**src/rtdf_pkg.sv**
```systemverilog
/*
 * Shared constants and types for the resistance result and fault block.
 * Assumes one clock (mclk) and the serial register port of the device.
 */
//==============================================================
// Behaviour
// result_pending_n goes low when a new result is in the result registers.
// result_pending_n returns high once a host read of the result bytes ends.
// a result that arrives before the last was read overwrites it, pin low.
// the 15-bit code is held across the result bytes at offsets 01h and 02h.
// the host gets resistance as code times reference resistance over 2^15.
// open and shorted element checks run on every conversion result.
// an open sensing element yields a full-scale code.
// a shorted sensing element yields a code near zero.
// a result at or above the high trip threshold sets over_range_flag.
// the host sets the low trip threshold to catch a shorted element.
// a result at or below the low trip threshold sets under_range_flag.
// on request, reference_input_neg above 0.85 of bias sets a fault bit.
// fault bits stay latched until the fault-clear bit is set.
// writing one to the fault-clear bit returns all fault bits to zero.
// the host waits five filter time constants plus 1 ms before restart.
// at power-on high threshold is FFFFh and low threshold 0000h.
package rtdf_pkg;

    //==========================================================
    // register offsets (address bits 6:0)
    localparam logic [6:0] ADR_CFG    = 7'h00;
    localparam logic [6:0] ADR_RES_HI = 7'h01;
    localparam logic [6:0] ADR_RES_LO = 7'h02;
    localparam logic [6:0] ADR_HTH_HI = 7'h03;
    localparam logic [6:0] ADR_HTH_LO = 7'h04;
    localparam logic [6:0] ADR_LTH_HI = 7'h05;
    localparam logic [6:0] ADR_LTH_LO = 7'h06;
    localparam logic [6:0] ADR_FLT    = 7'h07;

    //==========================================================
    // field positions
    localparam int unsigned CFG_CLR_BIT   = 1;
    localparam int unsigned CFG_DET_BIT   = 2;
    localparam int unsigned FLT_OVER_BIT  = 7;
    localparam int unsigned FLT_UNDER_BIT = 6;
    localparam int unsigned FLT_REF_BIT   = 5;
    localparam int unsigned ADR_WR_BIT    = 7;
    localparam logic [7:0]  CFG_SELF_MASK = 8'h06;

    //==========================================================
    // reset and fixed values
    localparam logic [7:0]  CFG_RST    = 8'h00;
    localparam logic [7:0]  FLT_RST    = 8'h00;
    localparam logic [15:0] HTH_RST    = 16'hffff;
    localparam logic [15:0] LTH_RST    = 16'h0000;
    localparam logic [14:0] RES_RST    = 15'h0000;
    localparam logic [7:0]  INVALID_RD = 8'hff;
    localparam logic [14:0] CODE_FULL  = 15'h7fff;
    localparam logic [14:0] CODE_ZERO  = 15'h0000;
    localparam logic [5:0]  PIN_RST    = 6'h20;

    //==========================================================
    // carriers
    typedef struct packed {
        logic        done;
        logic [14:0] code;
    } rtdf_conv_t;

    typedef struct packed {
        logic over;
        logic under;
    } rtdf_trip_t;

    typedef enum logic [1:0] {
        PH_IDLE = 2'b00,
        PH_ADDR = 2'b01,
        PH_DATA = 2'b10
    } rtdf_phase_t;

endpackage : rtdf_pkg

```
**src/rtdf_sync.sv**
```systemverilog
/*
 * Two-flop synchroniser for a bundle of asynchronous levels.
 * Assumes each bit is a slow level; no bus coherence is promised.
 */
`timescale 1ns/1ps
`default_nettype none
module rtdf_sync #(
    parameter int         W   = 1,
    parameter logic [W-1:0] RST = '0
) (
    input  wire logic         mclk,
    input  wire logic         reset_n,
    input  wire logic [W-1:0] d,
    output logic [W-1:0]      q
);
    logic [W-1:0] s1_ff;
    logic [W-1:0] s2_ff;

    always_ff @(posedge mclk or negedge reset_n) begin
        if (!reset_n) begin
            s1_ff <= RST;
            s2_ff <= RST;
        end else begin
            s1_ff <= d;
            s2_ff <= s1_ff;
        end
    end

    assign q = s2_ff;
endmodule : rtdf_sync
`default_nettype wire

```
**src/rtdf_trip.sv**
```systemverilog
/*
 * Conditions a finished conversion code and compares it with the trip
 * thresholds. Assumes the threshold format of the result (bit 0 unused).
 */
`timescale 1ns/1ps
`default_nettype none
module rtdf_trip import rtdf_pkg::*; (
    input  wire logic        mclk,
    input  wire logic        reset_n,
    input  wire rtdf_conv_t  conv_raw,
    input  wire logic        elem_open,
    input  wire logic        elem_short,
    input  wire logic [15:0] high_thr,
    input  wire logic [15:0] low_thr,
    output rtdf_conv_t       conv_q,
    output rtdf_trip_t       trip_q
);
    rtdf_conv_t conv_ff;
    rtdf_conv_t nxt_conv;
    rtdf_trip_t trip_ff;
    rtdf_trip_t nxt_trip;

    always_comb begin
        nxt_conv.done = conv_raw.done;
        nxt_conv.code = conv_raw.code;
        // open element reads full scale
        if (elem_open) begin
            nxt_conv.code = CODE_FULL;
        // shorted element reads zero
        end else if (elem_short) begin
            nxt_conv.code = CODE_ZERO;
        end
        // checked on every result
        // at or above high threshold
        nxt_trip.over  = conv_raw.done && (nxt_conv.code >= high_thr[15:1]);
        // at or below low threshold
        nxt_trip.under = conv_raw.done && (nxt_conv.code <= low_thr[15:1]);
    end

    always_ff @(posedge mclk or negedge reset_n) begin
        if (!reset_n) begin
            conv_ff <= '0;
            trip_ff <= '0;
        end else begin
            conv_ff <= nxt_conv;
            trip_ff <= nxt_trip;
        end
    end

    assign conv_q = conv_ff;
    assign trip_q = trip_ff;
endmodule : rtdf_trip
`default_nettype wire

```
**src/rtdf_core.sv**
```systemverilog
/*
 * Result publication, fault flagging and serial register port.
 * Assumes mclk far faster than the serial clock, CPHA=1 host, and the
 * conversion engine giving a one-cycle done strobe on mclk.
 */
`timescale 1ns/1ps
`default_nettype none
module rtdf_core import rtdf_pkg::*; (
    input  wire logic       mclk,
    input  wire logic       reset_n,
    input  wire logic       cs_n,
    input  wire logic       sclk,
    input  wire logic       sdi,
    output logic            sdo_o,
    output logic            sdo_oe,
    output logic            result_pending_n,
    input  wire rtdf_conv_t conv_in,
    input  wire logic       element_open,
    input  wire logic       element_short,
    input  wire logic       reference_input_neg_high
);
    //==========================================================
    // pin synchronisers
    logic [5:0]  pins_s;
    logic        cs_s;
    logic        sclk_s;
    logic        sdi_s;
    logic        open_s;
    logic        short_s;
    logic        refhi_s;

    rtdf_sync #(
        .W   (6),
        .RST (PIN_RST)
    ) u_sync (
        .mclk    (mclk),
        .reset_n (reset_n),
        .d       ({cs_n, sclk, sdi, element_open, element_short,
                   reference_input_neg_high}),
        .q       (pins_s)
    );

    assign {cs_s, sclk_s, sdi_s, open_s, short_s, refhi_s} = pins_s;

    //==========================================================
    // state
    rtdf_phase_t phase_ff;
    rtdf_phase_t nxt_phase;
    logic        idle_ff;
    logic        nxt_idle;
    logic        sclk_d_ff;
    logic        cs_d_ff;
    logic [2:0]  bcnt_ff;
    logic [2:0]  nxt_bcnt;
    logic [7:0]  sh_ff;
    logic [7:0]  nxt_sh;
    logic [7:0]  out_ff;
    logic [7:0]  nxt_out;
    logic [7:0]  addr_ff;
    logic [7:0]  nxt_addr;
    logic        sdo_ff;
    logic        nxt_sdo;
    logic        rdtouch_ff;
    logic        nxt_rdtouch;
    logic [7:0]  cfg_ff;
    logic [7:0]  nxt_cfg;
    logic [15:0] hth_ff;
    logic [15:0] nxt_hth;
    logic [15:0] lth_ff;
    logic [15:0] nxt_lth;
    logic [7:0]  flt_ff;
    logic [7:0]  nxt_flt;
    logic [14:0] res_ff;
    logic [14:0] nxt_res;
    logic        pend_n_ff;
    logic        nxt_pend_n;

    rtdf_conv_t  tconv;
    rtdf_trip_t  trip;

    //==========================================================
    // serial edge decode
    logic       active;
    logic       strobe;
    logic       shift_e;
    logic       byte_done;
    logic [7:0] byte_in;
    logic       cs_rise;
    logic       wr_en;
    logic [6:0] idx;
    logic       clr_p;
    logic       det_p;

    // idle level is caught at select, so either clock polarity works
    assign active    = !cs_s && !cs_d_ff && phase_ff != PH_IDLE;
    assign strobe    = active && sclk_s != sclk_d_ff && sclk_s == idle_ff;
    assign shift_e   = active && sclk_s != sclk_d_ff && sclk_s != idle_ff;
    assign byte_done = strobe && bcnt_ff == 3'h7;
    assign byte_in   = {sh_ff[6:0], sdi_s};
    assign cs_rise   = cs_s && !cs_d_ff;
    assign idx       = addr_ff[6:0];
    assign wr_en     = byte_done && phase_ff == PH_DATA
                       && addr_ff[ADR_WR_BIT];
    assign clr_p     = wr_en && idx == ADR_CFG && byte_in[CFG_CLR_BIT];
    assign det_p     = wr_en && idx == ADR_CFG && byte_in[CFG_DET_BIT];

    function automatic logic [7:0] reg_rd(input logic [6:0] a);
        case (a)
            ADR_CFG:    reg_rd = cfg_ff;
            // code split over two bytes
            ADR_RES_HI: reg_rd = res_ff[14:7];
            ADR_RES_LO: reg_rd = {res_ff[6:0], |flt_ff};
            ADR_HTH_HI: reg_rd = hth_ff[15:8];
            ADR_HTH_LO: reg_rd = hth_ff[7:0];
            ADR_LTH_HI: reg_rd = lth_ff[15:8];
            ADR_LTH_LO: reg_rd = lth_ff[7:0];
            ADR_FLT:    reg_rd = flt_ff;
            default:    reg_rd = INVALID_RD;
        endcase
    endfunction : reg_rd

    function automatic logic is_res(input logic [6:0] a);
        is_res = a == ADR_RES_HI || a == ADR_RES_LO;
    endfunction : is_res

    //==========================================================
    // serial port next state
    always_comb begin
        nxt_phase   = phase_ff;
        nxt_idle    = idle_ff;
        nxt_bcnt    = bcnt_ff;
        nxt_sh      = sh_ff;
        nxt_out     = out_ff;
        nxt_addr    = addr_ff;
        nxt_sdo     = sdo_ff;
        nxt_rdtouch = rdtouch_ff;
        if (cs_s) begin
            nxt_phase = PH_IDLE;
            nxt_bcnt  = 3'h0;
        end else if (cs_d_ff) begin
            nxt_phase   = PH_ADDR;
            nxt_idle    = sclk_s;
            nxt_bcnt    = 3'h0;
            nxt_rdtouch = 1'b0;
        end else begin
            if (shift_e && phase_ff == PH_DATA) begin
                nxt_sdo = out_ff[7];
                nxt_out = {out_ff[6:0], 1'b0};
            end
            if (strobe) begin
                nxt_sh   = byte_in;
                nxt_bcnt = 3'(bcnt_ff + 3'h1);
            end
            if (byte_done && phase_ff == PH_ADDR) begin
                nxt_addr  = byte_in;
                nxt_phase = PH_DATA;
                nxt_out   = reg_rd(byte_in[6:0]);
            end else if (byte_done) begin
                // address wraps within its half of the map
                nxt_addr = {addr_ff[7], 7'(idx + 7'h1)};
                nxt_out  = reg_rd(7'(idx + 7'h1));
                if (!addr_ff[ADR_WR_BIT] && is_res(idx)) begin
                    nxt_rdtouch = 1'b1;
                end
            end
        end
    end

    //==========================================================
    // register file next state
    always_comb begin
        nxt_cfg    = cfg_ff;
        nxt_hth    = hth_ff;
        nxt_lth    = lth_ff;
        nxt_res    = res_ff;
        nxt_pend_n = pend_n_ff;
        nxt_flt    = flt_ff;
        if (wr_en) begin
            case (idx)
                // clear and detect bits act once and read back zero
                ADR_CFG:    nxt_cfg = byte_in & ~CFG_SELF_MASK;
                ADR_HTH_HI: nxt_hth[15:8] = byte_in;
                ADR_HTH_LO: nxt_hth[7:0] = byte_in;
                ADR_LTH_HI: nxt_lth[15:8] = byte_in;
                ADR_LTH_LO: nxt_lth[7:0] = byte_in;
                default:    nxt_cfg = cfg_ff;
            endcase
        end
        // clear all fault bits
        if (clr_p) begin
            nxt_flt = FLT_RST;
        end
        // bits only ever set here; set beats clear
        if (trip.over) begin
            nxt_flt[FLT_OVER_BIT] = 1'b1;
        end
        if (trip.under) begin
            nxt_flt[FLT_UNDER_BIT] = 1'b1;
        end
        // on-demand reference check
        if (det_p && refhi_s) begin
            nxt_flt[FLT_REF_BIT] = 1'b1;
        end
        // release after a result read ends
        if (cs_rise && rdtouch_ff) begin
            nxt_pend_n = 1'b1;
        end
        // new result wins, pin low
        if (tconv.done) begin
            nxt_res    = tconv.code;
            nxt_pend_n = 1'b0;
        end
    end

    //==========================================================
    // registers
    always_ff @(posedge mclk or negedge reset_n) begin
        if (!reset_n) begin
            phase_ff   <= PH_IDLE;
            idle_ff    <= 1'b0;
            sclk_d_ff  <= 1'b0;
            cs_d_ff    <= 1'b1;
            bcnt_ff    <= 3'h0;
            sh_ff      <= 8'h00;
            out_ff     <= 8'h00;
            addr_ff    <= 8'h00;
            sdo_ff     <= 1'b0;
            rdtouch_ff <= 1'b0;
            cfg_ff     <= CFG_RST;
            // power-on thresholds
            hth_ff     <= HTH_RST;
            lth_ff     <= LTH_RST;
            flt_ff     <= FLT_RST;
            res_ff     <= RES_RST;
            pend_n_ff  <= 1'b1;
        end else begin
            phase_ff   <= nxt_phase;
            idle_ff    <= nxt_idle;
            sclk_d_ff  <= sclk_s;
            cs_d_ff    <= cs_s;
            bcnt_ff    <= nxt_bcnt;
            sh_ff      <= nxt_sh;
            out_ff     <= nxt_out;
            addr_ff    <= nxt_addr;
            sdo_ff     <= nxt_sdo;
            rdtouch_ff <= nxt_rdtouch;
            cfg_ff     <= nxt_cfg;
            hth_ff     <= nxt_hth;
            lth_ff     <= nxt_lth;
            flt_ff     <= nxt_flt;
            res_ff     <= nxt_res;
            pend_n_ff  <= nxt_pend_n;
        end
    end

    //==========================================================
    // result conditioning and trip compare
    rtdf_trip u_trip (
        .mclk       (mclk),
        .reset_n    (reset_n),
        .conv_raw   (conv_in),
        .elem_open  (open_s),
        .elem_short (short_s),
        .high_thr   (hth_ff),
        .low_thr    (lth_ff),
        .conv_q     (tconv),
        .trip_q     (trip)
    );

    assign result_pending_n = pend_n_ff;
    assign sdo_o            = sdo_ff;
    // sdo stays off until a whole read byte is ready to go out
    assign sdo_oe           = !cs_s && phase_ff == PH_DATA
                              && !addr_ff[ADR_WR_BIT];

    //==========================================================
    // checks
    logic thr_wr_ff;

    always_ff @(posedge mclk or negedge reset_n) begin
        if (!reset_n) begin
            thr_wr_ff <= 1'b0;
        end else if (wr_en && idx != ADR_CFG) begin
            thr_wr_ff <= 1'b1;
        end
    end
endmodule : rtdf_core
`default_nettype wire

```
**config.mk**
```make
export PLATFORM = sky130hd
export DESIGN_NAME = rtdf_core
export DESIGN_NICKNAME = d
export VERILOG_FILES = /design/src/rtdf_pkg.sv /design/src/rtdf_sync.sv /design/src/rtdf_trip.sv /design/src/rtdf_core.sv
export SDC_FILE = /design/constraint.sdc
export NUM_CORES = 1
export LEC_CHECK = 0
export ABC_AREA = 1
export BUFFER_PORTS_ARGS = -buffer_cell sky130_fd_sc_hd__buf_2
export CORE_MARGIN = 2
export CORE_UTILIZATION = 55
export DETAILED_ROUTE_END_ITERATION = 6
export PLACE_DENSITY = 0.78
export SETUP_SLACK_MARGIN = 0.1
export SLEW_MARGIN = 40
export SYNTH_ARGS = -nofsm -noshare
export SYNTH_HDL_FRONTEND = slang
export SYNTH_SLANG_ARGS = --single-unit
```
**constraint.sdc**
```tcl
create_clock -name mclk -period 5 [get_ports mclk]
set_input_delay 0.5 -clock mclk [delete_from_list [all_inputs] [get_ports mclk]]
set_output_delay 0.5 -clock mclk [all_outputs]
set_load 0.1 [all_outputs]
```
==> results.md <==
- Wire length after detailed routing: 19.1 mm
- Type of the worst min-delay path: input pin to async pin
- Worst Path Required: 5.31 ns
- Pwr/cell area: 331 nW/um^2
- Slowest stage cell on the critical path: dfrtp_1
- Count of warnings emitted by yosys: 0
- Routability cong.: 1.03
- Relative contribution of the clock network to total power: 47.8%
- Combinational fraction of design power: 10.2%
- Critical Path Fanout Max: 28
- Arrival time worst endpoint: 3.08 ns
- Detailed-router iteration count before antenna repair: 6
- Average via count per standard cell: 5.92
- Yosys cell types: 46
- Post-synthesis instance area: 6750 um^2
- # diodes: 0
- Async set-or-reset flop fraction in the synthesized netlist: 100%
- Core ar.: 12000 um^2
- Pin count of the biggest net entering global routing: 76
- Clock root cell: clkbuf_16
- Average instance area after synthesis: 8.08 um^2
- Overall die width: 115 um
- Die Y-Extent: 115 um
- Vias in the first global route: 5611
- Layout overhead on the synthesized area: 11.0%
- First-pass GRT wire length: 30.3 mm
- Normalized max-slew margin: 48.2%
- Setup slack after layout: 2.23 ns
- Clk sinks: 120
- Seq cells post-synth: 120
- Average wire per standard cell: 18.8 um
- Global routing usage summed across all routing layers: 30.9%
- Peak supply drop: 0.253 mV
- Post-synth EDFFs: 0
- Cell-by-cell listing of the critical path: ha_1 -> nand3_1 -> nand2_1 -> nand2_1 -> inv_1 -> nand2_2 -> nor2_4 -> o211ai_1 -> nand2_2 -> nand2_2 -> o21bai_1 -> nand2_1 -> nand2_1 -> nand2_1
- Number of design rule violations left after detail routing: 0
- RSZ-0062 raised after global routing: no
- Number of cells upsized or downsized after cts: 0
- Peak per-stage delay on the critical path: 0.49 ns
- Effective utilization at floorplan: 56.2%
- Mapped Cells: 835
- HPWL Detailed: 14.2 mm
- Initial DRC Count: 714
- Classification of the worst setup path: flop to flop
- Crit path time final: 2.77 ns
- Cell seen most often among critical-path stages: nand2_1
- Max-cap violations: 0
- Worst Setup SP: addr_ff[0]
- CTS clk-pin slew, worst paths: 0.06 ns
- Post-CTS Setup Bufs: 0
- Quantity of I/O buffers inserted on ports: 26
- Peak-usage layer in the global routing report: met2
- Setup Slack @ Placement: 2.31 ns
- CTS buffer count: 17
- Result of the run: complete, no violations
- Top achievable clock speed: 0.361 GHz
- Global Route met2 Usage: 46.0%
- Main synth FF type: dfrtp_1
- Number of placed I/O pins: 27
- Post-route core utilization: 62.4%
- Initial antenna violation count: 0
- Critical path capture point type: flop
- Most common cell after layout, fill and taps aside: nand2_1
- Switch Pwr: 686 uW
- Clock tree from TritonCTS: yes
- Startpoint types: flop
- Met1 capacity usage during global routing: 43.9%
- Post-synthesis sequential area ratio: 44.9%
- GRT overflow: 0
- Fin Clk Skew: 0.00989 ns
- Final cycle utilization of the critical path: 55.4%
- Cts hold-fix bufs: 0
- Detailed-route via count: 6020
- Htree depth: 4
- Fin. Hold Viols: 0
- Full die area: 13200 um^2
- Fraction of layout instances using a drive strength above 1: 12.8%
- Clk Latency, worst-skew pair: 0.43 ns
- Reg power frac: 42.1%
- Antenna Nets Post-Route: 0
- Total nets after synthesis: 896
- Placement row count: 40
- Met3 GRT Util: 7.12%
- Launching point of the worst reg2reg path: addr_ff[0]
- Internal power: 1800 uW
- Nets@finish: 918
- LEAKAGE: 0.00349 uW
- Commonest non-fill, non-tap cells in the layout: nand2_1, inv_1, dfrtp_1, nor2_1, nand3_1
- Final setup violating endpoints: 0
- Transition time at the pin with the least slew margin: 0.774 ns
- Bufs on Longest Clock Path: 2
- Smallest hold slack: 0.0847 ns
- CP Buf/Inv Count: 1
- Sum of negative setup slack: 0 ns
- Share of total power consumed by net switching: 27.6%
- Final Max Slew Viols: 0
- Worst path top cell family by delay: simple AND/OR/NAND/NOR gates
## cell type report
cell class | count | area, um^2
fillers | 1062 | 4520
clock buffers | 20 | 457
repair buffers | 28 | 151
inverters | 107 | 402
flip-flops and latches | 120 | 3030
well taps | 147 | 184
multi-input cells | 583 | 3150
clock inverters | 12 | 119
## worst reg2reg max path, delay by kind of cell (launching register included)
family | cells | cell delay, ns
AOI/OAI and AO/OA | 2 | 0.38
adders and majority gates | 1 | 0.36
buffers and inverters | 1 | 0.08
DFF | 1 | 0.49
and+or+nand+nor | 10 | 1.35
## routing by layer
metal  part of all wire (%)  wire length, um  vias to the layer above
met3                    9.1             1740                       55
met5                      0                0                        -
met2                     44             8450                      290
li1                       -                -                     2839
met4                    3.2              619                        0
met1                     44             8330                     2836
## state kept, by name, summed over array words and instances (netlist names)
signal / cells
addr_ff: 8
phase_ff: 2
cfg_ff: 6
sdo_o: 1
res_ff: 15
cs_d_ff: 1
u_trip.trip_q: 2
u_sync.s1_ff: 6
rdtouch_ff: 1
u_trip.conv_q: 16
result_pending_n: 1
sclk_d_ff: 1
flt_ff: 3
out_ff: 8
lth_ff: 16
sh_ff: 7
bcnt_ff: 3
hth_ff: 16
u_sync.q: 6
idle_ff: 1
## worst paths after layout
kind | to | slack (ns) | cells past startpoint
min reg2reg | u_sync.q[0] | 0.35 | 0
min in group mclk | u_sync.s1_ff[5] | 0.17 | 1
max reg2reg | out_ff[6] | 2.23 | 14
min | bcnt_ff[0] | 0.08 | 1
max | out_ff[6] | 2.23 | 14
max in group asynchronous | u_trip.conv_q[1] | 3.88 | 2
## cells in the mapped netlist (all sizes together), types with 2 or more instances
cell type	count	area [um^2]
nor3	8	62.6
o21bai	6	45.0
buf	15	134
ha	37	463
or2	2	12.5
o21ai	95	475
mux2	2	22.5
xor2	2	25.0
clkbuf	10	37.5
inv	105	394
nand4	38	238
clkinv	2	7.51
a31oi	2	12.5
a21oi	28	140
o22ai	10	62.6
o211ai	4	30.0
dfrtp	100	2500
nand3	60	343
nor2	61	256
a32o	3	30.0
o31ai	3	22.5
o2bb2ai	2	17.5
dfstp	20	526
nand2	209	797
## kinds of logic (layout without fill, tap and decap cells)
family | Yosys count | count (layout) | synth area share (%)
compound gates | 160 | 160 | 13.3
xor+xnor | 3 | 3 | 0.501
fa+ha+maj | 37 | 37 | 6.86
buf+inv | 132 | 167 | 8.49
flops | 120 | 120 | 44.9
mux | 2 | 2 | 0.334
simple gates | 381 | 381 | 25.7
## power groups by stage
stage                     clock network (uW)  logic (uW)  registers (uW)
final                                   1190         253            1040
after global routing                    1240         285            1050
after CTS                               1200         248            1040
after detailed placement                   0         246            1060
after global placement                     0         242            1060
after floorplan                            0         162            1040
## through the flow
stage | power (uW) | std cells | cell area [um^2]
2_1_floorplan | 1200 | 835 | 6750
5_1_grt | 2570 | 1017 | 7490
6_report | 2480 | 1017 | 7490
3_3_place_gp | 1300 | 985 | 6910
4_1_cts | 2490 | 1017 | 7490
3_5_place_dp | 1310 | 985 | 6920
No activity file was read; power rests on OpenSTA's default activity.
